<file path="src/hw/rcs_pkg.sv">
// Constants, register map and types of the reverse-current and slew configuration bank
package rcs_pkg;
    // Clock
    localparam int CLK_PERIOD_NS = 10;
    // Debounce times
    localparam int DB_SHORT_NS = 40;
    localparam int DB_LONG_NS = 200;
    localparam int DB_SHORT_CYC = (DB_SHORT_NS + CLK_PERIOD_NS - 1) / CLK_PERIOD_NS;
    localparam int DB_LONG_CYC = (DB_LONG_NS + CLK_PERIOD_NS - 1) / CLK_PERIOD_NS;
    // Slew time base: one millisecond
    localparam int MS_NS = 1000000;
    localparam int MS_CYCLES_DFLT = MS_NS / CLK_PERIOD_NS;
    // Base slew rate is 4 LSB per ms, so interval = ms >> (code + SLEW_BASE_SHIFT)
    localparam int SLEW_BASE_SHIFT = 2;
    // Re-enable delay, no figure given
    localparam int REEN_CYCLES_DFLT = 1000;
    // Bus
    localparam int AXI_AW = 18;
    localparam logic [1:0] RESP_OKAY = 2'h0;
    localparam logic [1:0] RESP_SLVERR = 2'h2;
    // Register indices; byte address is four times the index
    localparam logic [15:0] IDX_ACTION_CFG = 16'hFE83;
    localparam logic [15:0] IDX_REV_A = 16'hFE84;
    localparam logic [15:0] IDX_REV_B = 16'hFE85;
    localparam logic [15:0] IDX_SLEW_A = 16'hFE86;
    localparam logic [15:0] IDX_SLEW_B = 16'hFE87;
    localparam logic [15:0] IDX_IRQ_STS = 16'hFE90;
    localparam logic [15:0] IDX_IRQ_MSK = 16'hFE91;
    localparam logic [15:0] IDX_LIVE = 16'hFE92;
    // Reset values
    localparam logic [7:0] RST_CFG = 8'h00;
    localparam logic [3:0] RST_IRQ = 4'h0;
    // Reverse setup fields
    localparam int REV_DB_BIT = 3;
    localparam int REV_THR_LSB = 0;
    // Slew setup fields
    localparam int SLEW_EN_BIT = 0;
    localparam int SLEW_RATE_LSB = 1;
    // Action config fields
    localparam int ACT_A_AFTER_LSB = 0;
    localparam int ACT_A_TRIP_LSB = 2;
    localparam int ACT_B_AFTER_LSB = 4;
    localparam int ACT_B_TRIP_LSB = 6;
    // Trip action codes
    localparam logic [1:0] TRIP_NONE = 2'h0;
    localparam logic [1:0] TRIP_DIS_A = 2'h1;
    localparam logic [1:0] TRIP_DIS_B = 2'h2;
    localparam logic [1:0] TRIP_DIS_ALL = 2'h3;
    // After-clear codes
    localparam logic [1:0] AFTER_DELAY_SS = 2'h0;
    localparam logic [1:0] AFTER_IMMED = 2'h1;
    // Status bits
    localparam int STS_TRIP_A = 0;
    localparam int STS_TRIP_B = 1;
    localparam int STS_CLR_A = 2;
    localparam int STS_CLR_B = 3;
    // Trip thresholds in mV
    localparam logic signed [11:0] THR_010 = -12'sd10;
    localparam logic signed [11:0] THR_011 = -12'sd13;
    localparam logic signed [11:0] THR_100 = -12'sd17;
    localparam logic signed [11:0] THR_101 = -12'sd20;
    localparam logic signed [11:0] THR_110 = -12'sd24;
    localparam logic signed [11:0] THR_111 = -12'sd27;

    typedef enum logic [1:0] {REC_IDLE, REC_TRIPPED, REC_DELAY, REC_WAIT_PON} rcs_rec_t;

    function automatic logic signed [11:0] rcs_thr(input logic [2:0] code);
        case (code)
            3'h2: rcs_thr = THR_010;
            3'h3: rcs_thr = THR_011;
            3'h4: rcs_thr = THR_100;
            3'h5: rcs_thr = THR_101;
            3'h6: rcs_thr = THR_110;
            3'h7: rcs_thr = THR_111;
            default: rcs_thr = 12'sh000;
        endcase
    endfunction
endpackage

</file>
<file path="src/hw/rcs_slew.sv">
// Output voltage setpoint ramp for one channel
`timescale 1ns/1ns
module rcs_slew
    import rcs_pkg::*;
#(
    parameter int MS_CYCLES = MS_CYCLES_DFLT
)
(
    // Clock and reset
    input wire logic ref_clk,
    input wire logic rst_n,
    // Configuration
    input wire logic enable,
    input wire logic [2:0] rate_code,
    // Target and ramped setpoint
    input wire logic [15:0] target,
    output logic [15:0] setpoint,
    output logic busy
);
    typedef struct packed {
        logic [15:0] setpoint;
        logic [23:0] tick;
    } rcs_slew_st_t;

    rcs_slew_st_t st_r;
    rcs_slew_st_t st_nxt;
    logic [23:0] interval;
    logic [23:0] raw_interval;

    assign raw_interval = 24'(MS_CYCLES >> (32'(rate_code) + SLEW_BASE_SHIFT));
    assign interval = (raw_interval == 24'h000000) ? 24'h000001 : raw_interval;

    always_comb
    begin
        st_nxt = st_r;
        if (!enable)
        begin
            st_nxt.setpoint = target;
            st_nxt.tick = 24'h000000;
        end
        else if (st_r.setpoint == target)
        begin
            st_nxt.tick = 24'h000000;
        end
        else if (st_r.tick >= interval - 24'h000001)
        begin
            st_nxt.tick = 24'h000000;
            if (target > st_r.setpoint)
                st_nxt.setpoint = st_r.setpoint + 16'h0001;
            else
                st_nxt.setpoint = st_r.setpoint - 16'h0001;
        end
        else
        begin
            st_nxt.tick = st_r.tick + 24'h000001;
        end
    end

    always_ff @(posedge ref_clk)
    begin
        if (!rst_n)
            st_r <= '0;
        else
            st_r <= st_nxt;
    end

    assign setpoint = st_r.setpoint;
    assign busy = enable && (st_r.setpoint != target);
endmodule

</file>
<file path="src/hw/rcs_top.sv">
// Reverse-current protection and voltage slew configuration bank with AXI4-Lite access
//
// The AXI4-Lite register port was left to the implementer.
`timescale 1ns/1ns
module rcs_top
    import rcs_pkg::*;
#(
    parameter int MS_CYCLES = MS_CYCLES_DFLT,
    parameter int REEN_CYCLES = REEN_CYCLES_DFLT
)
(
    // Clock and reset
    input wire logic ref_clk,
    input wire logic rst_n,
    // AXI4-Lite write
    input wire logic [AXI_AW-1:0] s_axi_awaddr,
    input wire logic s_axi_awvalid,
    output logic s_axi_awready,
    input wire logic [31:0] s_axi_wdata,
    input wire logic [3:0] s_axi_wstrb,
    input wire logic s_axi_wvalid,
    output logic s_axi_wready,
    output logic [1:0] s_axi_bresp,
    output logic s_axi_bvalid,
    input wire logic s_axi_bready,
    // AXI4-Lite read
    input wire logic [AXI_AW-1:0] s_axi_araddr,
    input wire logic s_axi_arvalid,
    output logic s_axi_arready,
    output logic [31:0] s_axi_rdata,
    output logic [1:0] s_axi_rresp,
    output logic s_axi_rvalid,
    input wire logic s_axi_rready,
    // Sensed power stage
    input wire logic signed [11:0] secondary_current_sense_a,
    input wire logic signed [11:0] secondary_current_sense_b,
    input wire logic power_on_request,
    // Voltage targets and ramped setpoints
    input wire logic [15:0] vout_target_a,
    input wire logic [15:0] vout_target_b,
    output logic [15:0] vout_setpoint_a,
    output logic [15:0] vout_setpoint_b,
    // Output control
    output logic reverse_flag_a,
    output logic reverse_flag_b,
    output logic pwm_enable_a,
    output logic pwm_enable_b,
    output logic pwm_enable_c,
    output logic soft_start_req,
    // Interrupt
    output logic irq
);
    typedef struct packed {
        logic [7:0] act;
        logic [1:0][7:0] rev;
        logic [1:0][7:0] slew;
        logic [3:0] sts;
        logic [3:0] msk;
        logic aw_got;
        logic [AXI_AW-1:0] aw_addr;
        logic w_got;
        logic [7:0] w_data;
        logic w_strb0;
        logic bvalid;
        logic [1:0] bresp;
        logic rvalid;
        logic [7:0] rdata;
        logic [1:0] rresp;
        logic [1:0] flag;
        logic [1:0][4:0] db_cnt;
        rcs_rec_t [1:0] rec;
        logic [1:0][1:0] cap;
        logic [1:0][15:0] dly;
        logic [2:0] pwm_en;
        logic ss;
    } rcs_st_t;

    rcs_st_t st_r;
    rcs_st_t st_nxt;
    logic [1:0] below;
    logic [1:0] thr_ok;
    logic signed [1:0][11:0] sense;
    logic [1:0][15:0] target;
    logic [1:0][15:0] setpoint;
    logic [15:0] w_idx;
    logic [15:0] r_idx;
    logic [3:0] ev;
    logic [4:0] limit;
    logic [1:0] trip;
    logic [1:0] after;
    logic [7:0] rd_val;
    logic rd_hit;
    logic wr_hit;

    assign sense[0] = secondary_current_sense_a;
    assign sense[1] = secondary_current_sense_b;
    assign target[0] = vout_target_a;
    assign target[1] = vout_target_b;
    assign w_idx = st_r.aw_addr[AXI_AW-1:2];
    assign r_idx = s_axi_araddr[AXI_AW-1:2];

    genvar g;
    generate
        for (g = 0; g < 2; g++)
        begin : gen_ch
            assign thr_ok[g] = st_r.rev[g][REV_THR_LSB+2:REV_THR_LSB+1] != 2'h0;
            assign below[g] = thr_ok[g]
                && ($signed(sense[g]) < rcs_thr(st_r.rev[g][REV_THR_LSB+2:REV_THR_LSB]));
            rcs_slew #(
                .MS_CYCLES(MS_CYCLES)
            ) u_slew (
                .ref_clk(ref_clk),
                .rst_n(rst_n),
                .enable(st_r.slew[g][SLEW_EN_BIT]),
                .rate_code(st_r.slew[g][SLEW_RATE_LSB+2:SLEW_RATE_LSB]),
                .target(target[g]),
                .setpoint(setpoint[g]),
                .busy()
            );
        end
    endgenerate

    always_comb
    begin
        rd_hit = 1'b1;
        case (r_idx)
            IDX_ACTION_CFG: rd_val = st_r.act;
            IDX_REV_A: rd_val = st_r.rev[0];
            IDX_REV_B: rd_val = st_r.rev[1];
            IDX_SLEW_A: rd_val = st_r.slew[0];
            IDX_SLEW_B: rd_val = st_r.slew[1];
            IDX_IRQ_STS: rd_val = {4'h0, st_r.sts};
            IDX_IRQ_MSK: rd_val = {4'h0, st_r.msk};
            IDX_LIVE: rd_val = {3'h0, st_r.pwm_en, st_r.flag};
            default:
            begin
                rd_val = 8'h00;
                rd_hit = 1'b0;
            end
        endcase
    end

    always_comb
    begin
        case (w_idx)
            IDX_ACTION_CFG, IDX_REV_A, IDX_REV_B, IDX_SLEW_A, IDX_SLEW_B,
            IDX_IRQ_STS, IDX_IRQ_MSK, IDX_LIVE: wr_hit = 1'b1;
            default: wr_hit = 1'b0;
        endcase
    end

    always_comb
    begin
        st_nxt = st_r;
        ev = 4'h0;
        limit = 5'h00;
        trip = 2'h0;
        after = 2'h0;
        // Write address and data, taken in either order
        if (s_axi_awvalid && s_axi_awready)
        begin
            st_nxt.aw_got = 1'b1;
            st_nxt.aw_addr = s_axi_awaddr;
        end
        if (s_axi_wvalid && s_axi_wready)
        begin
            st_nxt.w_got = 1'b1;
            st_nxt.w_data = s_axi_wdata[7:0];
            st_nxt.w_strb0 = s_axi_wstrb[0];
        end
        if (st_r.aw_got && st_r.w_got)
        begin
            st_nxt.aw_got = 1'b0;
            st_nxt.w_got = 1'b0;
            st_nxt.bvalid = 1'b1;
            st_nxt.bresp = wr_hit ? RESP_OKAY : RESP_SLVERR;
            if (st_r.w_strb0)
            begin
                case (w_idx)
                    IDX_ACTION_CFG: st_nxt.act = st_r.w_data;
                    IDX_REV_A: st_nxt.rev[0] = st_r.w_data;
                    IDX_REV_B: st_nxt.rev[1] = st_r.w_data;
                    IDX_SLEW_A: st_nxt.slew[0] = st_r.w_data;
                    IDX_SLEW_B: st_nxt.slew[1] = st_r.w_data;
                    IDX_IRQ_STS: st_nxt.sts = st_r.sts & ~st_r.w_data[3:0];
                    IDX_IRQ_MSK: st_nxt.msk = st_r.w_data[3:0];
                    default: st_nxt.bresp = st_nxt.bresp;
                endcase
            end
        end
        if (st_r.bvalid && s_axi_bready)
            st_nxt.bvalid = 1'b0;
        // Read
        if (s_axi_arvalid && s_axi_arready)
        begin
            st_nxt.rvalid = 1'b1;
            st_nxt.rdata = rd_val;
            st_nxt.rresp = rd_hit ? RESP_OKAY : RESP_SLVERR;
        end
        else if (st_r.rvalid && s_axi_rready)
        begin
            st_nxt.rvalid = 1'b0;
        end
        st_nxt.ss = 1'b0;
        for (int c = 0; c < 2; c++)
        begin
            limit = st_r.rev[c][REV_DB_BIT] ? 5'(DB_LONG_CYC) : 5'(DB_SHORT_CYC);
            if (!thr_ok[c])
            begin
                st_nxt.flag[c] = 1'b0;
                st_nxt.db_cnt[c] = 5'h00;
            end
            else if (below[c] != st_r.flag[c])
            begin
                if (st_r.db_cnt[c] + 5'h01 >= limit)
                begin
                    st_nxt.flag[c] = below[c];
                    st_nxt.db_cnt[c] = 5'h00;
                    ev[c + (below[c] ? 0 : 2)] = 1'b1;
                end
                else
                begin
                    st_nxt.db_cnt[c] = st_r.db_cnt[c] + 5'h01;
                end
            end
            else
            begin
                st_nxt.db_cnt[c] = 5'h00;
            end
            trip = (c == 0) ? st_r.act[ACT_A_TRIP_LSB+:2] : st_r.act[ACT_B_TRIP_LSB+:2];
            after = (c == 0) ? st_r.act[ACT_A_AFTER_LSB+:2] : st_r.act[ACT_B_AFTER_LSB+:2];
            case (st_r.rec[c])
                REC_IDLE:
                begin
                    if (st_r.flag[c] && trip != TRIP_NONE)
                    begin
                        st_nxt.rec[c] = REC_TRIPPED;
                        st_nxt.cap[c] = trip;
                    end
                end
                REC_TRIPPED:
                begin
                    if (!st_r.flag[c])
                    begin
                        st_nxt.dly[c] = 16'h0000;
                        if (after == AFTER_DELAY_SS)
                            st_nxt.rec[c] = REC_DELAY;
                        else if (after == AFTER_IMMED)
                            st_nxt.rec[c] = REC_IDLE;
                        else
                            st_nxt.rec[c] = REC_WAIT_PON;
                    end
                end
                REC_DELAY:
                begin
                    if (st_r.flag[c])
                        st_nxt.rec[c] = REC_TRIPPED;
                    else if (st_r.dly[c] >= 16'(REEN_CYCLES - 1))
                    begin
                        st_nxt.rec[c] = REC_IDLE;
                        st_nxt.ss = 1'b1;
                    end
                    else
                        st_nxt.dly[c] = st_r.dly[c] + 16'h0001;
                end
                REC_WAIT_PON:
                begin
                    if (st_r.flag[c])
                        st_nxt.rec[c] = REC_TRIPPED;
                    else if (power_on_request)
                    begin
                        st_nxt.rec[c] = REC_IDLE;
                        st_nxt.ss = 1'b1;
                    end
                end
                default: st_nxt.rec[c] = REC_IDLE;
            endcase
        end
        st_nxt.pwm_en = 3'h7;
        for (int c = 0; c < 2; c++)
        begin
            if (st_nxt.rec[c] != REC_IDLE)
            begin
                if (st_nxt.cap[c] == TRIP_DIS_A || st_nxt.cap[c] == TRIP_DIS_ALL)
                    st_nxt.pwm_en[0] = 1'b0;
                if (st_nxt.cap[c] == TRIP_DIS_B || st_nxt.cap[c] == TRIP_DIS_ALL)
                    st_nxt.pwm_en[1] = 1'b0;
                if (st_nxt.cap[c] == TRIP_DIS_ALL)
                    st_nxt.pwm_en[2] = 1'b0;
            end
        end
        // Events win over a same-cycle clear
        st_nxt.sts = st_nxt.sts | ev;
    end

    always_ff @(posedge ref_clk)
    begin
        if (!rst_n)
        begin
            st_r <= '0;
            st_r.act <= RST_CFG;
            st_r.rev <= {RST_CFG, RST_CFG};
            st_r.slew <= {RST_CFG, RST_CFG};
            st_r.sts <= RST_IRQ;
            st_r.msk <= RST_IRQ;
            st_r.pwm_en <= 3'h7;
        end
        else
        begin
            st_r <= st_nxt;
        end
    end

    assign s_axi_awready = !st_r.aw_got && !st_r.bvalid;
    assign s_axi_wready = !st_r.w_got && !st_r.bvalid;
    assign s_axi_bvalid = st_r.bvalid;
    assign s_axi_bresp = st_r.bresp;
    assign s_axi_arready = !st_r.rvalid;
    assign s_axi_rvalid = st_r.rvalid;
    assign s_axi_rdata = {24'h000000, st_r.rdata};
    assign s_axi_rresp = st_r.rresp;
    assign vout_setpoint_a = setpoint[0];
    assign vout_setpoint_b = setpoint[1];
    assign reverse_flag_a = st_r.flag[0];
    assign reverse_flag_b = st_r.flag[1];
    assign pwm_enable_a = st_r.pwm_en[0];
    assign pwm_enable_b = st_r.pwm_en[1];
    assign pwm_enable_c = st_r.pwm_en[2];
    assign soft_start_req = st_r.ss;
    assign irq = |(st_r.sts & st_r.msk);
endmodule

</file>
<file path="config.mk">
export PLATFORM = sky130hd
export DESIGN_NAME = rcs_top
export DESIGN_NICKNAME = d
export VERILOG_FILES = /design/src/hw/rcs_pkg.sv /design/src/hw/rcs_slew.sv /design/src/hw/rcs_top.sv
export SDC_FILE = /design/constraint.sdc
export NUM_CORES = 1
export LEC_CHECK = 0
export BUFFER_PORTS_ARGS = -buffer_cell sky130_fd_sc_hd__buf_2
export CORE_MARGIN = 2
export CORE_UTILIZATION = 45
export CTS_CLUSTER_DIAMETER = 120
export DETAILED_ROUTE_END_ITERATION = 8
export GPL_ROUTABILITY_DRIVEN = 0
export GPL_TIMING_DRIVEN = 1
export HOLD_SLACK_MARGIN = 0.12
export PLACE_DENSITY = 0.68
export SLEW_MARGIN = 20
export SYNTH_ARGS = -nofsm -noshare
export SYNTH_HDL_FRONTEND = slang
export SYNTH_SLANG_ARGS = --single-unit
</file>
<file path="constraint.sdc">
create_clock -name ref_clk -period 6.2 [get_ports ref_clk]
set_input_delay 0.62 -clock ref_clk [delete_from_list [all_inputs] [get_ports ref_clk]]
set_output_delay 0.62 -clock ref_clk [all_outputs]
set_load 0.02 [all_outputs]
</file>
==> results of run 1 <==
==> critical path: stages (launching register included) <==
cell and delay, ps:
sky130_fd_sc_hd__dfxtp_1 550, sky130_fd_sc_hd__inv_1 180, sky130_fd_sc_hd__ha_1 430, sky130_fd_sc_hd__nor2b_1 220, sky130_fd_sc_hd__a21oi_1 200, sky130_fd_sc_hd__nand2_1 140
sky130_fd_sc_hd__a2111oi_0 580, sky130_fd_sc_hd__nor3b_1 300, sky130_fd_sc_hd__a211oi_1 110, sky130_fd_sc_hd__ha_1 250, sky130_fd_sc_hd__nand2_1 130, sky130_fd_sc_hd__nor2_1 60
sky130_fd_sc_hd__a21oi_1 150, sky130_fd_sc_hd__o32ai_1 120, sky130_fd_sc_hd__ha_1 280, sky130_fd_sc_hd__o21ai_0 70, sky130_fd_sc_hd__a211oi_1 230, sky130_fd_sc_hd__o41a_1 230
sky130_fd_sc_hd__o32a_1 900, sky130_fd_sc_hd__mux2i_1 270, sky130_fd_sc_hd__nor2_1 50
==> cell families after synthesis <==
family	count (synthesis)	synth area share
buffers and inverters	186	0.0679
adders and majority gates	155	0.139
muxes	89	0.0639
AOI/OAI and AO/OA	325	0.149
xor gates and xnor gates	104	0.0646
other	2	0.000533
and+or+nand+nor	575	0.199
DFF	223	0.317
==> metal layers <==
| layer | up-vias | share of wire | GRT usage |
|---|---|---|---|
| met5 | - | 0 | 0 |
| met4 | 0 | 0.027 | 0.0582 |
| met3 | 60 | 0.040 | 0.0242 |
| met2 | 212 | 0.46 | 0.328 |
| met1 | 5316 | 0.48 | 0.261 |
| li1 | 5984 | - | - |
==> area by class of cell <==
| type | instances | area share |
|---|---|---|
| Antenna cell | 1 | 0.000159 |
| Clock buffer | 37 | 0.0464 |
| Clock inverter | 9 | 0.00556 |
| Inverter | 63 | 0.0152 |
| Multi-Input combinational cell | 1288 | 0.562 |
| Sequential cell | 223 | 0.283 |
| Tap cell | 396 | 0.0315 |
| Timing Repair Buffer | 170 | 0.0559 |
==> report_power, final <==
group | leakage, nW | internal [mW] | switching (mW)
Clock | 0.406 | 0.860 | 0.607
Combinational | 4.78 | 0.192 | 0.262
Sequential | 1.81 | 1.46 | 0.0346
Total | 6.99 | 2.52 | 0.904
==> cell usage in the layout, fill, tap and decap left out, types with 8 or more instances in the layout <==
| cell type | Yosys | final |
|---|---|---|
| sky130_fd_sc_hd__a31oi_1 | 17 | 17 |
| sky130_fd_sc_hd__a21o_1 | 34 | 34 |
| sky130_fd_sc_hd__and2_1 | 12 | 12 |
| sky130_fd_sc_hd__a222oi_1 | 9 | 9 |
| sky130_fd_sc_hd__nand2b_1 | 25 | 25 |
| sky130_fd_sc_hd__buf_2 | 0 | 158 |
| sky130_fd_sc_hd__nor3_1 | 19 | 19 |
| sky130_fd_sc_hd__nor2_1 | 212 | 212 |
| sky130_fd_sc_hd__o21a_1 | 10 | 10 |
| sky130_fd_sc_hd__nand2_1 | 130 | 130 |
| sky130_fd_sc_hd__a22oi_1 | 10 | 10 |
| sky130_fd_sc_hd__mux2i_1 | 81 | 81 |
| sky130_fd_sc_hd__inv_1 | 61 | 61 |
| sky130_fd_sc_hd__and3_1 | 22 | 22 |
| sky130_fd_sc_hd__nor2b_1 | 20 | 20 |
| sky130_fd_sc_hd__xor2_1 | 48 | 48 |
| sky130_fd_sc_hd__nand4_1 | 32 | 32 |
| sky130_fd_sc_hd__dfxtp_1 | 223 | 223 |
| sky130_fd_sc_hd__o21ai_0 | 48 | 48 |
| sky130_fd_sc_hd__clkbuf_16 | 0 | 25 |
| sky130_fd_sc_hd__ha_1 | 153 | 153 |
| sky130_fd_sc_hd__a21oi_1 | 112 | 112 |
| sky130_fd_sc_hd__conb_1 | 2 | 40 |
| sky130_fd_sc_hd__xnor2_1 | 56 | 56 |
| sky130_fd_sc_hd__mux2_2 | 8 | 8 |
| sky130_fd_sc_hd__buf_4 | 69 | 12 |
| sky130_fd_sc_hd__nand3_1 | 41 | 41 |
| sky130_fd_sc_hd__and4_1 | 8 | 8 |
| sky130_fd_sc_hd__a211oi_1 | 24 | 22 |
==> metrics by stage <==
| stage | instance area (um^2) | setup WS, ps | hold slack, ps |
|---|---|---|---|
| floorplan | 14200 | 1410 | 429 |
| detailed placement | 14900 | 617 | 449 |
| global placement | 14900 | 841 | 441 |
| finish | 15800 | 556 | 266 |
| global route | 15800 | 105 | 270 |
| CTS | 15700 | 597 | 251 |
==> registers in the layout (all words and copies together), names as in the netlist, 2 cells and up <==
signal	flops
st_r	123
gen_ch.u_slew.st_r	48
gen_ch.u_slew.setpoint	32
s_axi_rdata	8
after	2
==> worst min-delay path by stage <==
stage            startpoint            to  depth (start not counted)
6_report       s_axi_rready  s_axi_rvalid                          2
2_1_floorplan      st_r[13]      st_r[13]                          2
5_1_grt        s_axi_rready  s_axi_rvalid                          2
3_5_place_dp       st_r[85]      st_r[85]                          2
4_1_cts        s_axi_rready  s_axi_rvalid                          2
3_3_place_gp       st_r[13]      st_r[13]                          2
==> impl_results.html, run 1 <==
<table>
<tr><th>Metric</th><th>Value</th></tr>
<tr><th colspan="2">Critical path</th></tr>
<tr><td>Req. time, crit path</td><td>approximately 6600 ps</td></tr>
<tr><td>Category of the most critical setup path</td><td>reg -&gt; reg</td></tr>
<tr><td>Crit. End Element</td><td>register</td></tr>
<tr><td>R2r setup slk</td><td>560 ps</td></tr>
<tr><td>Worst Setup SP</td><td>st_r[117]</td></tr>
<tr><td>Launching point of the worst reg2reg path</td><td>st_r[117]</td></tr>
<tr><td>Highest fanout seen on the critical path</td><td>23</td></tr>
<tr><td>Capturing instance or port of the critical path</td><td>gen_ch[1].u_slew.setpoint[3]</td></tr>
<tr><td>FF-to-FF path depth</td><td>20</td></tr>
<tr><td>Critical path data arrival time</td><td>6030 ps</td></tr>
<tr><td>Worst Setup Start Kind</td><td>register</td></tr>
<tr><td>Worst flop-to-flop path endpoint</td><td>gen_ch[1].u_slew.setpoint[3]</td></tr>
<tr><th colspan="2">Yosys</th></tr>
<tr><td>Yosys top cell by area</td><td>sky130_fd_sc_hd__dfxtp_1</td></tr>
<tr><td>YS warnings</td><td>0</td></tr>
<tr><td>Synthesized instance count</td><td>1659</td></tr>
<tr><td>Avg Inst Size Synth</td><td>roughly 8.5 um^2</td></tr>
<tr><td>Top cells by count, synth</td><td>sky130_fd_sc_hd__dfxtp_1, sky130_fd_sc_hd__nor2_1, sky130_fd_sc_hd__ha_1, sky130_fd_sc_hd__nand2_1, sky130_fd_sc_hd__a21oi_1</td></tr>
<tr><td>Most used DFF post-synth</td><td>sky130_fd_sc_hd__dfxtp_1</td></tr>
<tr><td>Share of synthesized area occupied by flip-flops and latches</td><td>0.317</td></tr>
<tr><td>Cell area after synthesis</td><td>roughly 0.014 mm^2</td></tr>
<tr><td>Distinct cell type count after synthesis</td><td>78</td></tr>
<tr><td>Post-synth top area share</td><td>0.317</td></tr>
<tr><td>Cells taking the most area after synthesis</td><td>sky130_fd_sc_hd__dfxtp_1, sky130_fd_sc_hd__ha_1, sky130_fd_sc_hd__mux2i_1</td></tr>
<tr><td>Post-synth ARST share</td><td>0</td></tr>
<tr><td>Number of enable flip-flop cells after synthesis</td><td>0</td></tr>
<tr><td>Post-synthesis register bit count</td><td>223</td></tr>
<tr><td>Most common cell in the netlist</td><td>sky130_fd_sc_hd__dfxtp_1</td></tr>
<tr><th colspan="2">CTS</th></tr>
<tr><td>TritonCTS buffer count</td><td>25</td></tr>
<tr><td>Count of hold buffers inserted by post-cts repair</td><td>0</td></tr>
<tr><td>Root Buffer</td><td>sky130_fd_sc_hd__clkbuf_16</td></tr>
<tr><td>Deepest level of the CTS H-tree</td><td>1</td></tr>
<tr><td># Post-CTS Setup Buffers</td><td>0</td></tr>
<tr><td>Resized Gates After CTS</td><td>0</td></tr>
<tr><td>Clock edge transition at the registers on the reported setup and hold paths</td><td>60 ps</td></tr>
<tr><td>TritonCTS clock tree</td><td>yes</td></tr>
<tr><td>Clk Latency, worst-skew pair</td><td>~540 ps</td></tr>
<tr><td># clock sinks</td><td>223</td></tr>
<tr><td>Max Root-Sink Buffers</td><td>3</td></tr>
<tr><th colspan="2">Placement</th></tr>
<tr><td>Input/output buffers</td><td>158</td></tr>
<tr><td>Detailed placer's ending HPWL</td><td>24100 um</td></tr>
<tr><td># placed instances</td><td>2140</td></tr>
<tr><th colspan="2">STA</th></tr>
<tr><td>Setup Viol. Count Final</td><td>0</td></tr>
<tr><td>Min Tclk post-route</td><td>5640 ps</td></tr>
<tr><td>Final TNS setup</td><td>0 ps</td></tr>
<tr><td>Post-Route Skew</td><td>16.6 ps</td></tr>
<tr><td>Worst relative slew slack</td><td>0.276</td></tr>
<tr><td>Hold Fails Final Rpt</td><td>0</td></tr>
<tr><td>Number of pins exceeding their max-slew limit in the final report</td><td>0</td></tr>
<tr><td>Highest clock rate</td><td>roughly 180 MHz</td></tr>
<tr><td>RSZ-0062 raised after global routing</td><td>false</td></tr>
<tr><td>Final period utilization</td><td>0.910</td></tr>
<tr><td>Slew of the pin with the lowest slew margin</td><td>roughly 1100 ps</td></tr>
<tr><th colspan="2">Outcome</th></tr>
<tr><td>Result of the run</td><td>finished clean</td></tr>
<tr><th colspan="2">Routing</th></tr>
<tr><td>Routed via count</td><td>11600</td></tr>
<tr><td>Iteration count of the initial detailed-routing pass</td><td>6</td></tr>
<tr><td>Drt drc</td><td>0</td></tr>
<tr><td>Remaining number of nets flagged by the antenna check after routing</td><td>0</td></tr>
<tr><td>DRT Wirelength</td><td>32500 um</td></tr>
<tr><td>Post-detailed-route wirelength per cell</td><td>14.9 um</td></tr>
<tr><td>Average vias per placed instance</td><td>5.29</td></tr>
<tr><td>Number of design-rule violations left by the first detailed-router iteration</td><td>607</td></tr>
<tr><th colspan="2">Cells and area</th></tr>
<tr><td>Combined flip-flop and latch cell area</td><td>0.00446 mm^2</td></tr>
<tr><td>Multi-input gate area in the final layout</td><td>0.00885 mm^2</td></tr>
<tr><td>Share of cells above drive strength 1</td><td>0.135</td></tr>
<tr><td>Fin util</td><td>0.512</td></tr>
<tr><td>Filler-free cell count of the finished design</td><td>2187</td></tr>
<tr><td>Fill cell count</td><td>between 2000 and 3000</td></tr>
<tr><td>Number of nets in the finished design</td><td>about 2100</td></tr>
<tr><td>Layout Area Growth over Synthesis</td><td>11.7%</td></tr>
<tr><th colspan="2">Global routing</th></tr>
<tr><td>Largest net degree at the start of global routing</td><td>73</td></tr>
<tr><td>Global-route wire length before repair</td><td>54300 um</td></tr>
<tr><td>Antenna violations before repair</td><td>2</td></tr>
<tr><td>GR Overflow Total</td><td>0</td></tr>
<tr><td>Total global routing track utilization</td><td>0.195</td></tr>
<tr><td>Vias in the first global route</td><td>11100</td></tr>
<tr><th colspan="2">Floorplan</th></tr>
<tr><td>Vert. Die Dim</td><td>181 um</td></tr>
<tr><td>Boundary Pins</td><td>216</td></tr>
<tr><td>Die boundary width</td><td>181 um</td></tr>
<tr><td>Floorplan die area</td><td>0.0328 mm^2</td></tr>
<tr><td>Floorplan core area</td><td>around 0.031 mm^2</td></tr>
<tr><td>Count of standard-cell rows</td><td>64</td></tr>
<tr><td>Starting utilization of the core area</td><td>0.459</td></tr>
<tr><th colspan="2">Power</th></tr>
<tr><td>Pwr Total</td><td>3.42 mW</td></tr>
<tr><td>Total power divided by cell area</td><td>217 mW/mm^2</td></tr>
<tr><td>Leak pwr</td><td>6.99 nW</td></tr>
<tr><td>VDD IR-drop max</td><td>0.193 mV</td></tr>
<tr><th colspan="2">Run</th></tr>
<tr><td>Number of violations of the max-capacitance limit</td><td>0</td></tr>
<tr><th colspan="2">Hold path</th></tr>
<tr><td>Hold/Removal Path Class</td><td>in -&gt; reg</td></tr>
</table>
No activity file was read; power rests on OpenSTA's default activity.
==> run 2: changes to the inputs <==
- MAX_ROUTING_LAYER: unset -> met4
==> run 2 against run 1 <==
  * Critical path depth is the same
  * Clock power is essentially flat
  * Final cell count is essentially flat
  * Largest cell class unchanged
==> impl_results.html, run 2 (same netlist as run 1, synthesis figures left out) <==
<table>
<tr><th>Metric</th><th>Value</th></tr>
<tr><th colspan="2">Outcome</th></tr>
<tr><td>Result of the run</td><td>finished clean (unchanged)</td></tr>
<tr><th colspan="2">Floorplan</th></tr>
<tr><td>Boundary Pins</td><td>216 (unchanged)</td></tr>
<tr><td>Floorplan core area</td><td>0.0307 mm^2 (unchanged)</td></tr>
<tr><td>Floorplan die area</td><td>0.0328 mm^2 (unchanged)</td></tr>
<tr><td>Count of standard-cell rows</td><td>64 (unchanged)</td></tr>
<tr><td>Die boundary width</td><td>181 um (unchanged)</td></tr>
<tr><td>Starting utilization of the core area</td><td>0.459 (unchanged)</td></tr>
<tr><td>Vert. Die Dim</td><td>181 um (unchanged)</td></tr>
<tr><th colspan="2">Cells and area</th></tr>
<tr><td>Number of flip-flops in the largest register</td><td>123 (unchanged)</td></tr>
<tr><td>Layout Area Growth over Synthesis</td><td>11.7% (about the same)</td></tr>
<tr><td>Filler-free cell count of the finished design</td><td>2188 (was 2187)</td></tr>
<tr><td>Number of nets in the finished design</td><td>2062 (unchanged)</td></tr>
<tr><td>Most frequent cells in the layout</td><td>sky130_fd_sc_hd__dfxtp_1, sky130_fd_sc_hd__nor2_1, sky130_fd_sc_hd__buf_2, sky130_fd_sc_hd__ha_1, sky130_fd_sc_hd__nand2_1 (unchanged)</td></tr>
<tr><td>Leading cell type in the layout, fill and taps excluded</td><td>sky130_fd_sc_hd__dfxtp_1 (unchanged)</td></tr>
<tr><td>Share of cells above drive strength 1</td><td>0.135 (unchanged)</td></tr>
<tr><td>Fill cell count</td><td>2950 (was 2951)</td></tr>
<tr><td>Largest Register</td><td>st_r (unchanged)</td></tr>
<tr><td>Multi-input gate area in the final layout</td><td>0.00885 mm^2 (unchanged)</td></tr>
<tr><td>Combined flip-flop and latch cell area</td><td>0.00446 mm^2 (unchanged)</td></tr>
<tr><th colspan="2">Critical path</th></tr>
<tr><td>Highest fanout seen on the critical path</td><td>23 (unchanged)</td></tr>
<tr><td>Critical path data arrival time</td><td>6050 ps (was 6030 ps)</td></tr>
<tr><td>Worst Setup Start Kind</td><td>register (unchanged)</td></tr>
<tr><td>Category of the most critical setup path</td><td>reg -&gt; reg (unchanged)</td></tr>
<tr><td>FF-to-FF path depth</td><td>20 (unchanged)</td></tr>
<tr><td>Crit. End Element</td><td>register (unchanged)</td></tr>
<tr><td>Req. time, crit path</td><td>6580 ps (about the same)</td></tr>
<tr><th colspan="2">Routing</th></tr>
<tr><td>Routed via count</td><td>11600 (about the same)</td></tr>
<tr><td>Remaining number of nets flagged by the antenna check after routing</td><td>0 (unchanged)</td></tr>
<tr><td>Number of design-rule violations left by the first detailed-router iteration</td><td>667 (was 607)</td></tr>
<tr><td>Post-detailed-route wirelength per cell</td><td>14.8 um (was 14.9 um)</td></tr>
<tr><td>Drt drc</td><td>0 (unchanged)</td></tr>
<tr><td>Iteration count of the initial detailed-routing pass</td><td>5 (was 6)</td></tr>
<tr><td>Average vias per placed instance</td><td>5.30 (was 5.29)</td></tr>
<tr><td>DRT Wirelength</td><td>32500 um (about the same)</td></tr>
<tr><th colspan="2">CTS</th></tr>
<tr><td>TritonCTS buffer count</td><td>25 (unchanged)</td></tr>
<tr><td>Deepest level of the CTS H-tree</td><td>1 (unchanged)</td></tr>
<tr><td>TritonCTS clock tree</td><td>yes (unchanged)</td></tr>
<tr><td>Clock edge transition at the registers on the reported setup and hold paths</td><td>60 ps (about the same)</td></tr>
<tr><td>Count of hold buffers inserted by post-cts repair</td><td>0 (unchanged)</td></tr>
<tr><td>Max Root-Sink Buffers</td><td>3 (unchanged)</td></tr>
<tr><td># clock sinks</td><td>223 (unchanged)</td></tr>
<tr><td>Root Buffer</td><td>sky130_fd_sc_hd__clkbuf_16 (unchanged)</td></tr>
<tr><td>Clk Latency, worst-skew pair</td><td>540 ps (about the same)</td></tr>
<tr><td>Resized Gates After CTS</td><td>0 (unchanged)</td></tr>
<tr><td># Post-CTS Setup Buffers</td><td>0 (unchanged)</td></tr>
<tr><th colspan="2">STA</th></tr>
<tr><td>Worst relative slew slack</td><td>0.277 (was 0.276)</td></tr>
<tr><td>Highest clock rate</td><td>177 MHz (about the same)</td></tr>
<tr><td>Setup Viol. Count Final</td><td>0 (unchanged)</td></tr>
<tr><td>Post-Route Skew</td><td>19.5 ps (was 16.6 ps)</td></tr>
<tr><td>Final period utilization</td><td>0.913 (was 0.910)</td></tr>
<tr><td>Final worst setup slack</td><td>537 ps (was 556 ps)</td></tr>
<tr><td>Slew of the pin with the lowest slew margin</td><td>1080 ps (about the same)</td></tr>
<tr><td>Min Tclk post-route</td><td>5660 ps (was 5640 ps)</td></tr>
<tr><td>RSZ-0062 raised after global routing</td><td>false (unchanged)</td></tr>
<tr><td>Final TNS setup</td><td>0 ps (unchanged)</td></tr>
<tr><td>Number of pins exceeding their max-slew limit in the final report</td><td>0 (unchanged)</td></tr>
<tr><td>Hold Fails Final Rpt</td><td>0 (unchanged)</td></tr>
<tr><th colspan="2">Power</th></tr>
<tr><td>Share of total power in sequential cells</td><td>0.438 (about the same)</td></tr>
<tr><td>Net Sw Power</td><td>0.905 mW (was 0.904 mW)</td></tr>
<tr><td>Leak pwr</td><td>6.99 nW (unchanged)</td></tr>
<tr><td>VDD IR-drop max</td><td>0.194 mV (was 0.193 mV)</td></tr>
<tr><td>Pwr Total</td><td>3.42 mW (about the same)</td></tr>
<tr><td>Gate power share</td><td>0.133 (about the same)</td></tr>
<tr><td>Clock share of power</td><td>0.429 (about the same)</td></tr>
<tr><td>Total power divided by cell area</td><td>217 mW/mm^2 (about the same)</td></tr>
<tr><td>Switching share of total power</td><td>0.265 (was 0.264)</td></tr>
<tr><td>Cell-internal power</td><td>2.52 mW (about the same)</td></tr>
<tr><th colspan="2">Placement</th></tr>
<tr><td># placed instances</td><td>2140 (unchanged)</td></tr>
<tr><td>Input/output buffers</td><td>158 (unchanged)</td></tr>
<tr><td>Detailed placer's ending HPWL</td><td>24100 um (unchanged)</td></tr>
<tr><td>Pre-CTS WS</td><td>617 ps (unchanged)</td></tr>
<tr><th colspan="2">Global routing</th></tr>
<tr><td>Largest net degree at the start of global routing</td><td>73 (unchanged)</td></tr>
<tr><td>GR Overflow Total</td><td>0 (unchanged)</td></tr>
<tr><td>Vias in the first global route</td><td>11100 (about the same)</td></tr>
<tr><td>Antenna violations before repair</td><td>2 (unchanged)</td></tr>
<tr><td>Global-route wire length before repair</td><td>54300 um (about the same)</td></tr>
<tr><td>Total global routing track utilization</td><td>0.200 (was 0.195)</td></tr>
<tr><th colspan="2">Hold path</th></tr>
<tr><td>Hold/Removal Path Class</td><td>in -&gt; reg (unchanged)</td></tr>
<tr><td>Cell count of the worst hold path</td><td>2 (unchanged)</td></tr>
<tr><th colspan="2">Run</th></tr>
<tr><td>Number of violations of the max-capacitance limit</td><td>0 (unchanged)</td></tr>
</table>
==> run 2: cell types whose count changed in the layout (fill, tap and decap cells not counted) <==
| cell | before | now |
|---|---|---|
| sky130_fd_sc_hd__diode_2 | 1 | 2 |
==> run 2: power by group through the flow <==
| stage | combinational, mW | sequential, mW | clock [mW] |
|---|---|---|---|
| finish | 0.454 | 1.50 | 1.47 |
| global route | 0.510 | 1.50 | 1.56 |
| CTS | 0.455 | 1.50 | 1.50 |
| detailed placement | 0.451 | 1.53 | 0 |
| global placement | 0.442 | 1.53 | 0 |
| floorplan | 0.364 | 1.51 | 0 |
==> run 2: worst max-delay path: stages, from the launching register on <==
cell and delay [ps]:
sky130_fd_sc_hd__dfxtp_1 540, sky130_fd_sc_hd__inv_1 180, sky130_fd_sc_hd__ha_1 430, sky130_fd_sc_hd__nor2b_1 220
sky130_fd_sc_hd__a21oi_1 200, sky130_fd_sc_hd__nand2_1 140, sky130_fd_sc_hd__a2111oi_0 600, sky130_fd_sc_hd__nor3b_1 310
sky130_fd_sc_hd__a211oi_1 110, sky130_fd_sc_hd__ha_1 250, sky130_fd_sc_hd__nand2_1 130, sky130_fd_sc_hd__nor2_1 50
sky130_fd_sc_hd__a21oi_1 150, sky130_fd_sc_hd__o32ai_1 120, sky130_fd_sc_hd__ha_1 290, sky130_fd_sc_hd__o21ai_0 70
sky130_fd_sc_hd__a211oi_1 230, sky130_fd_sc_hd__o41a_1 240, sky130_fd_sc_hd__o32a_1 900, sky130_fd_sc_hd__mux2i_1 270
sky130_fd_sc_hd__nor2_1 50
==> run 2: area by class of cell <==
class                   count  area share
diodes                      2    0.000318
clock buffers              37      0.0464
clock inverters             9     0.00556
inverters                  63      0.0152
multi-input cells        1288       0.562
flip-flops and latches    223       0.283
well taps                 396      0.0315
repair buffers            170      0.0559
==> run 2: worst paths after layout <==
path | startpoint | endpoint | slack [ps]
max | st_r[117] | gen_ch[1].u_slew.setpoint[3] | 540
min | s_axi_rready | s_axi_rvalid | 270
max reg2reg | st_r[117] | gen_ch[1].u_slew.setpoint[3] | 540
min reg2reg | st_r[85] | st_r[85] | 450
==> run 2: metal layers <==
layer  track usage  share of wire
met5             -              0
met2         0.328           0.46
met3        0.0214          0.037
met1         0.263           0.48
met4        0.0582          0.027
==> run 2: through the flow <==
step	utilization	hold WS [ps]	cell area [um^2]
3_3_place_gp	0.486	441	14900
4_1_cts	0.512	251	15700
2_1_floorplan	-	429	14200
3_5_place_dp	0.486	449	14900
5_1_grt	0.512	270	15800
6_report	0.512	266	15800
==> run 3: changes to the inputs <==
- CORE_MARGIN: 2 -> unset
- TNS_END_PERCENT: unset -> 50
==> run 3 against run 2 <==
  * Setup slack improved by 270 ps
  * Die area is 2.2% lower
  * Core utilization grew 0.31 points
  * Critical endpoint is now gen_ch[1].u_slew.setpoint[0]
  * Non-clock buffer count stayed put
  * Wire length down 0.43%
  * Global-route usage is 0.50 points higher
  * Sequential power is essentially flat
  * Sequential cell count stayed put
==> impl_results.html, run 3 (same netlist as run 1, synthesis figures left out) <==
<table>
<tr><th>Metric</th><th>Value</th></tr>
<tr><th colspan="2">Outcome</th></tr>
<tr><td>Result of the run</td><td>finished clean (unchanged)</td></tr>
<tr><th colspan="2">Cells and area</th></tr>
<tr><td>Number of flip-flops in the largest register</td><td>123 (unchanged)</td></tr>
<tr><td>Leading cell type in the layout, fill and taps excluded</td><td>sky130_fd_sc_hd__dfxtp_1 (unchanged)</td></tr>
<tr><td>Filler-free cell count of the finished design</td><td>2187 (was 2188)</td></tr>
<tr><td>Largest Register</td><td>st_r (unchanged)</td></tr>
<tr><td>Most frequent cells in the layout</td><td>sky130_fd_sc_hd__dfxtp_1, sky130_fd_sc_hd__nor2_1, sky130_fd_sc_hd__buf_2, sky130_fd_sc_hd__ha_1, sky130_fd_sc_hd__nand2_1 (unchanged)</td></tr>
<tr><td>Share of cells above drive strength 1</td><td>0.136 (was 0.135)</td></tr>
<tr><td>Number of nets in the finished design</td><td>2062 (unchanged)</td></tr>
<tr><td>Layout Area Growth over Synthesis</td><td>12.1% (was 11.7%)</td></tr>
<tr><th colspan="2">CTS</th></tr>
<tr><td># Post-CTS Setup Buffers</td><td>0 (unchanged)</td></tr>
<tr><td>Resized Gates After CTS</td><td>0 (unchanged)</td></tr>
<tr><td>TritonCTS clock tree</td><td>yes (unchanged)</td></tr>
<tr><td>Count of hold buffers inserted by post-cts repair</td><td>0 (unchanged)</td></tr>
<tr><td>Clk Latency, worst-skew pair</td><td>520 ps (was 540 ps)</td></tr>
<tr><td># clock sinks</td><td>223 (unchanged)</td></tr>
<tr><td>Deepest level of the CTS H-tree</td><td>1 (unchanged)</td></tr>
<tr><td>Max Root-Sink Buffers</td><td>3 (unchanged)</td></tr>
<tr><td>Clock edge transition at the registers on the reported setup and hold paths</td><td>60 ps (about the same)</td></tr>
<tr><td>Root Buffer</td><td>sky130_fd_sc_hd__clkbuf_16 (unchanged)</td></tr>
<tr><td>TritonCTS buffer count</td><td>25 (unchanged)</td></tr>
<tr><th colspan="2">Placement</th></tr>
<tr><td># placed instances</td><td>2139 (was 2140)</td></tr>
<tr><td>Input/output buffers</td><td>158 (unchanged)</td></tr>
<tr><td>Detailed placer's ending HPWL</td><td>23800 um (was 24100 um)</td></tr>
<tr><th colspan="2">Global routing</th></tr>
<tr><td>Global-route wire length before repair</td><td>52800 um (was 54300 um)</td></tr>
<tr><td>Antenna violations before repair</td><td>4 (was 2)</td></tr>
<tr><td>Total global routing track utilization</td><td>0.205 (was 0.200)</td></tr>
<tr><td>GR Overflow Total</td><td>0 (unchanged)</td></tr>
<tr><td>Vias in the first global route</td><td>10800 (was 11100)</td></tr>
<tr><td>Largest net degree at the start of global routing</td><td>64 (was 73)</td></tr>
<tr><th colspan="2">STA</th></tr>
<tr><td>Final TNS setup</td><td>0 ps (unchanged)</td></tr>
<tr><td>Hold Fails Final Rpt</td><td>0 (unchanged)</td></tr>
<tr><td>Post-Route Skew</td><td>15.4 ps (was 19.5 ps)</td></tr>
<tr><td>Highest clock rate</td><td>185 MHz (was 177 MHz)</td></tr>
<tr><td>Final period utilization</td><td>0.870 (was 0.913)</td></tr>
<tr><td>Worst relative slew slack</td><td>0.472 (was 0.277)</td></tr>
<tr><td>Slew of the pin with the lowest slew margin</td><td>785 ps (was 1080 ps)</td></tr>
<tr><td>Number of pins exceeding their max-slew limit in the final report</td><td>0 (unchanged)</td></tr>
<tr><td>Min Tclk post-route</td><td>5390 ps (was 5660 ps)</td></tr>
<tr><td>Hold Worst Slack</td><td>285 ps (was 266 ps)</td></tr>
<tr><td>Setup Viol. Count Final</td><td>0 (unchanged)</td></tr>
<tr><td>RSZ-0062 raised after global routing</td><td>false (unchanged)</td></tr>
<tr><th colspan="2">Floorplan</th></tr>
<tr><td>Floorplan die area</td><td>0.0320 mm^2 (was 0.0328 mm^2)</td></tr>
<tr><td>Starting utilization of the core area</td><td>0.460 (was 0.459)</td></tr>
<tr><td>Vert. Die Dim</td><td>179 um (was 181 um)</td></tr>
<tr><td>Count of standard-cell rows</td><td>64 (unchanged)</td></tr>
<tr><td>Boundary Pins</td><td>216 (unchanged)</td></tr>
<tr><td>Die boundary width</td><td>179 um (was 181 um)</td></tr>
<tr><td>Floorplan core area</td><td>0.0307 mm^2 (about the same)</td></tr>
<tr><th colspan="2">Power</th></tr>
<tr><td>VDD IR-drop max</td><td>0.169 mV (was 0.194 mV)</td></tr>
<tr><td>Clock share of power</td><td>0.440 (was 0.429)</td></tr>
<tr><td>Total power divided by cell area</td><td>221 mW/mm^2 (was 217 mW/mm^2)</td></tr>
<tr><td>Share of total power in sequential cells</td><td>0.430 (was 0.438)</td></tr>
<tr><td>Cell-internal power</td><td>2.60 mW (was 2.52 mW)</td></tr>
<tr><td>Net Sw Power</td><td>0.887 mW (was 0.905 mW)</td></tr>
<tr><td>Switching share of total power</td><td>0.254 (was 0.265)</td></tr>
<tr><td>Leak pwr</td><td>7.00 nW (was 6.99 nW)</td></tr>
<tr><td>Gate power share</td><td>0.130 (was 0.133)</td></tr>
<tr><th colspan="2">Routing</th></tr>
<tr><td>Routed via count</td><td>11700 (was 11600)</td></tr>
<tr><td>DRT Wirelength</td><td>32300 um (was 32500 um)</td></tr>
<tr><td>Post-detailed-route wirelength per cell</td><td>14.8 um (about the same)</td></tr>
<tr><td>Number of design-rule violations left by the first detailed-router iteration</td><td>705 (was 667)</td></tr>
<tr><td>Iteration count of the initial detailed-routing pass</td><td>7 (was 5)</td></tr>
<tr><td>Average vias per placed instance</td><td>5.36 (was 5.30)</td></tr>
<tr><td>Drt drc</td><td>0 (unchanged)</td></tr>
<tr><td>Remaining number of nets flagged by the antenna check after routing</td><td>0 (unchanged)</td></tr>
<tr><th colspan="2">Critical path</th></tr>
<tr><td>Highest fanout seen on the critical path</td><td>23 (unchanged)</td></tr>
<tr><td>Crit. End Element</td><td>register (unchanged)</td></tr>
<tr><td>Critical path data arrival time</td><td>5840 ps (was 6050 ps)</td></tr>
<tr><td>Category of the most critical setup path</td><td>reg -&gt; reg (unchanged)</td></tr>
<tr><td>Worst Setup Start Kind</td><td>register (unchanged)</td></tr>
<tr><td>Req. time, crit path</td><td>6640 ps (was 6580 ps)</td></tr>
<tr><td>R2r setup slk</td><td>810 ps (was 540 ps)</td></tr>
<tr><th colspan="2">Hold path</th></tr>
<tr><td>Hold/Removal Path Class</td><td>in -&gt; reg (unchanged)</td></tr>
<tr><th colspan="2">Run</th></tr>
<tr><td>Number of violations of the max-capacitance limit</td><td>0 (unchanged)</td></tr>
</table>
==> run 3: layer usage <==
layer  share of wire  wire [um]  vias to the layer above  track usage
met5               0          0                        -            -
met4           0.028        898                        0       0.0611
met3           0.046       1480                       57       0.0286
met2            0.46      14900                      242        0.323
met1            0.47      15000                     5459        0.273
li1                -          -                     5972            -
==> run 3: power by group through the flow <==
stage	registers, mW	logic, mW	clock network [mW]
6_report	1.50	0.455	1.53
5_1_grt	1.50	0.515	1.63
4_1_cts	1.50	0.455	1.57
3_5_place_dp	1.53	0.452	0
3_3_place_gp	1.53	0.442	0
2_1_floorplan	1.51	0.364	0
==> run 3: layout make-up <==
class,count,area (um^2)
fillers,2928,14900
multi-input cells,1288,8850
flip-flops and latches,223,4460
repair buffers,170,888
clock buffers,35,733
well taps,396,495
inverters,63,239
clock inverters,8,125
diodes,4,10.0
==> run 3: path summary, 6_finish.rpt <==
path / startpoint / to / depth (start not counted)
hold / removal: s_axi_rready / s_axi_rvalid / 2
setup reg to reg: st_r[117] / gen_ch[1].u_slew.setpoint[0] / 20
hold reg to reg: st_r[90] / st_r[90] / 2
setup / recovery: st_r[117] / gen_ch[1].u_slew.setpoint[0] / 20
==> run 3: worst max-delay path, stage by stage (launching register included) <==
cell and delay (ps):
sky130_fd_sc_hd__dfxtp_1 530, sky130_fd_sc_hd__inv_1 170, sky130_fd_sc_hd__ha_1 430, sky130_fd_sc_hd__nor2b_1 220, sky130_fd_sc_hd__a21oi_1 180, sky130_fd_sc_hd__nand2_1 140
sky130_fd_sc_hd__a2111oi_0 550, sky130_fd_sc_hd__nor3b_1 310, sky130_fd_sc_hd__a211oi_1 120, sky130_fd_sc_hd__ha_1 260, sky130_fd_sc_hd__nand2_1 120, sky130_fd_sc_hd__nor3_1 70
sky130_fd_sc_hd__nand2b_1 150, sky130_fd_sc_hd__a21oi_1 160, sky130_fd_sc_hd__ha_1 240, sky130_fd_sc_hd__o21ai_0 190, sky130_fd_sc_hd__a21oi_1 80, sky130_fd_sc_hd__o41a_1 360
sky130_fd_sc_hd__o32a_2 630, sky130_fd_sc_hd__nand2b_1 230, sky130_fd_sc_hd__a31oi_1 150
==> run 3: per-stage QoR <==
stage	utilization	area (um^2)	worst slack, ps	total power, mW
2_1_floorplan	-	14200	1410	1.88
3_3_place_gp	0.487	14900	868	1.97
3_5_place_dp	0.487	14900	543	1.98
4_1_cts	0.515	15800	573	3.53
5_1_grt	0.515	15800	402	3.65
6_report	0.515	15800	805	3.49
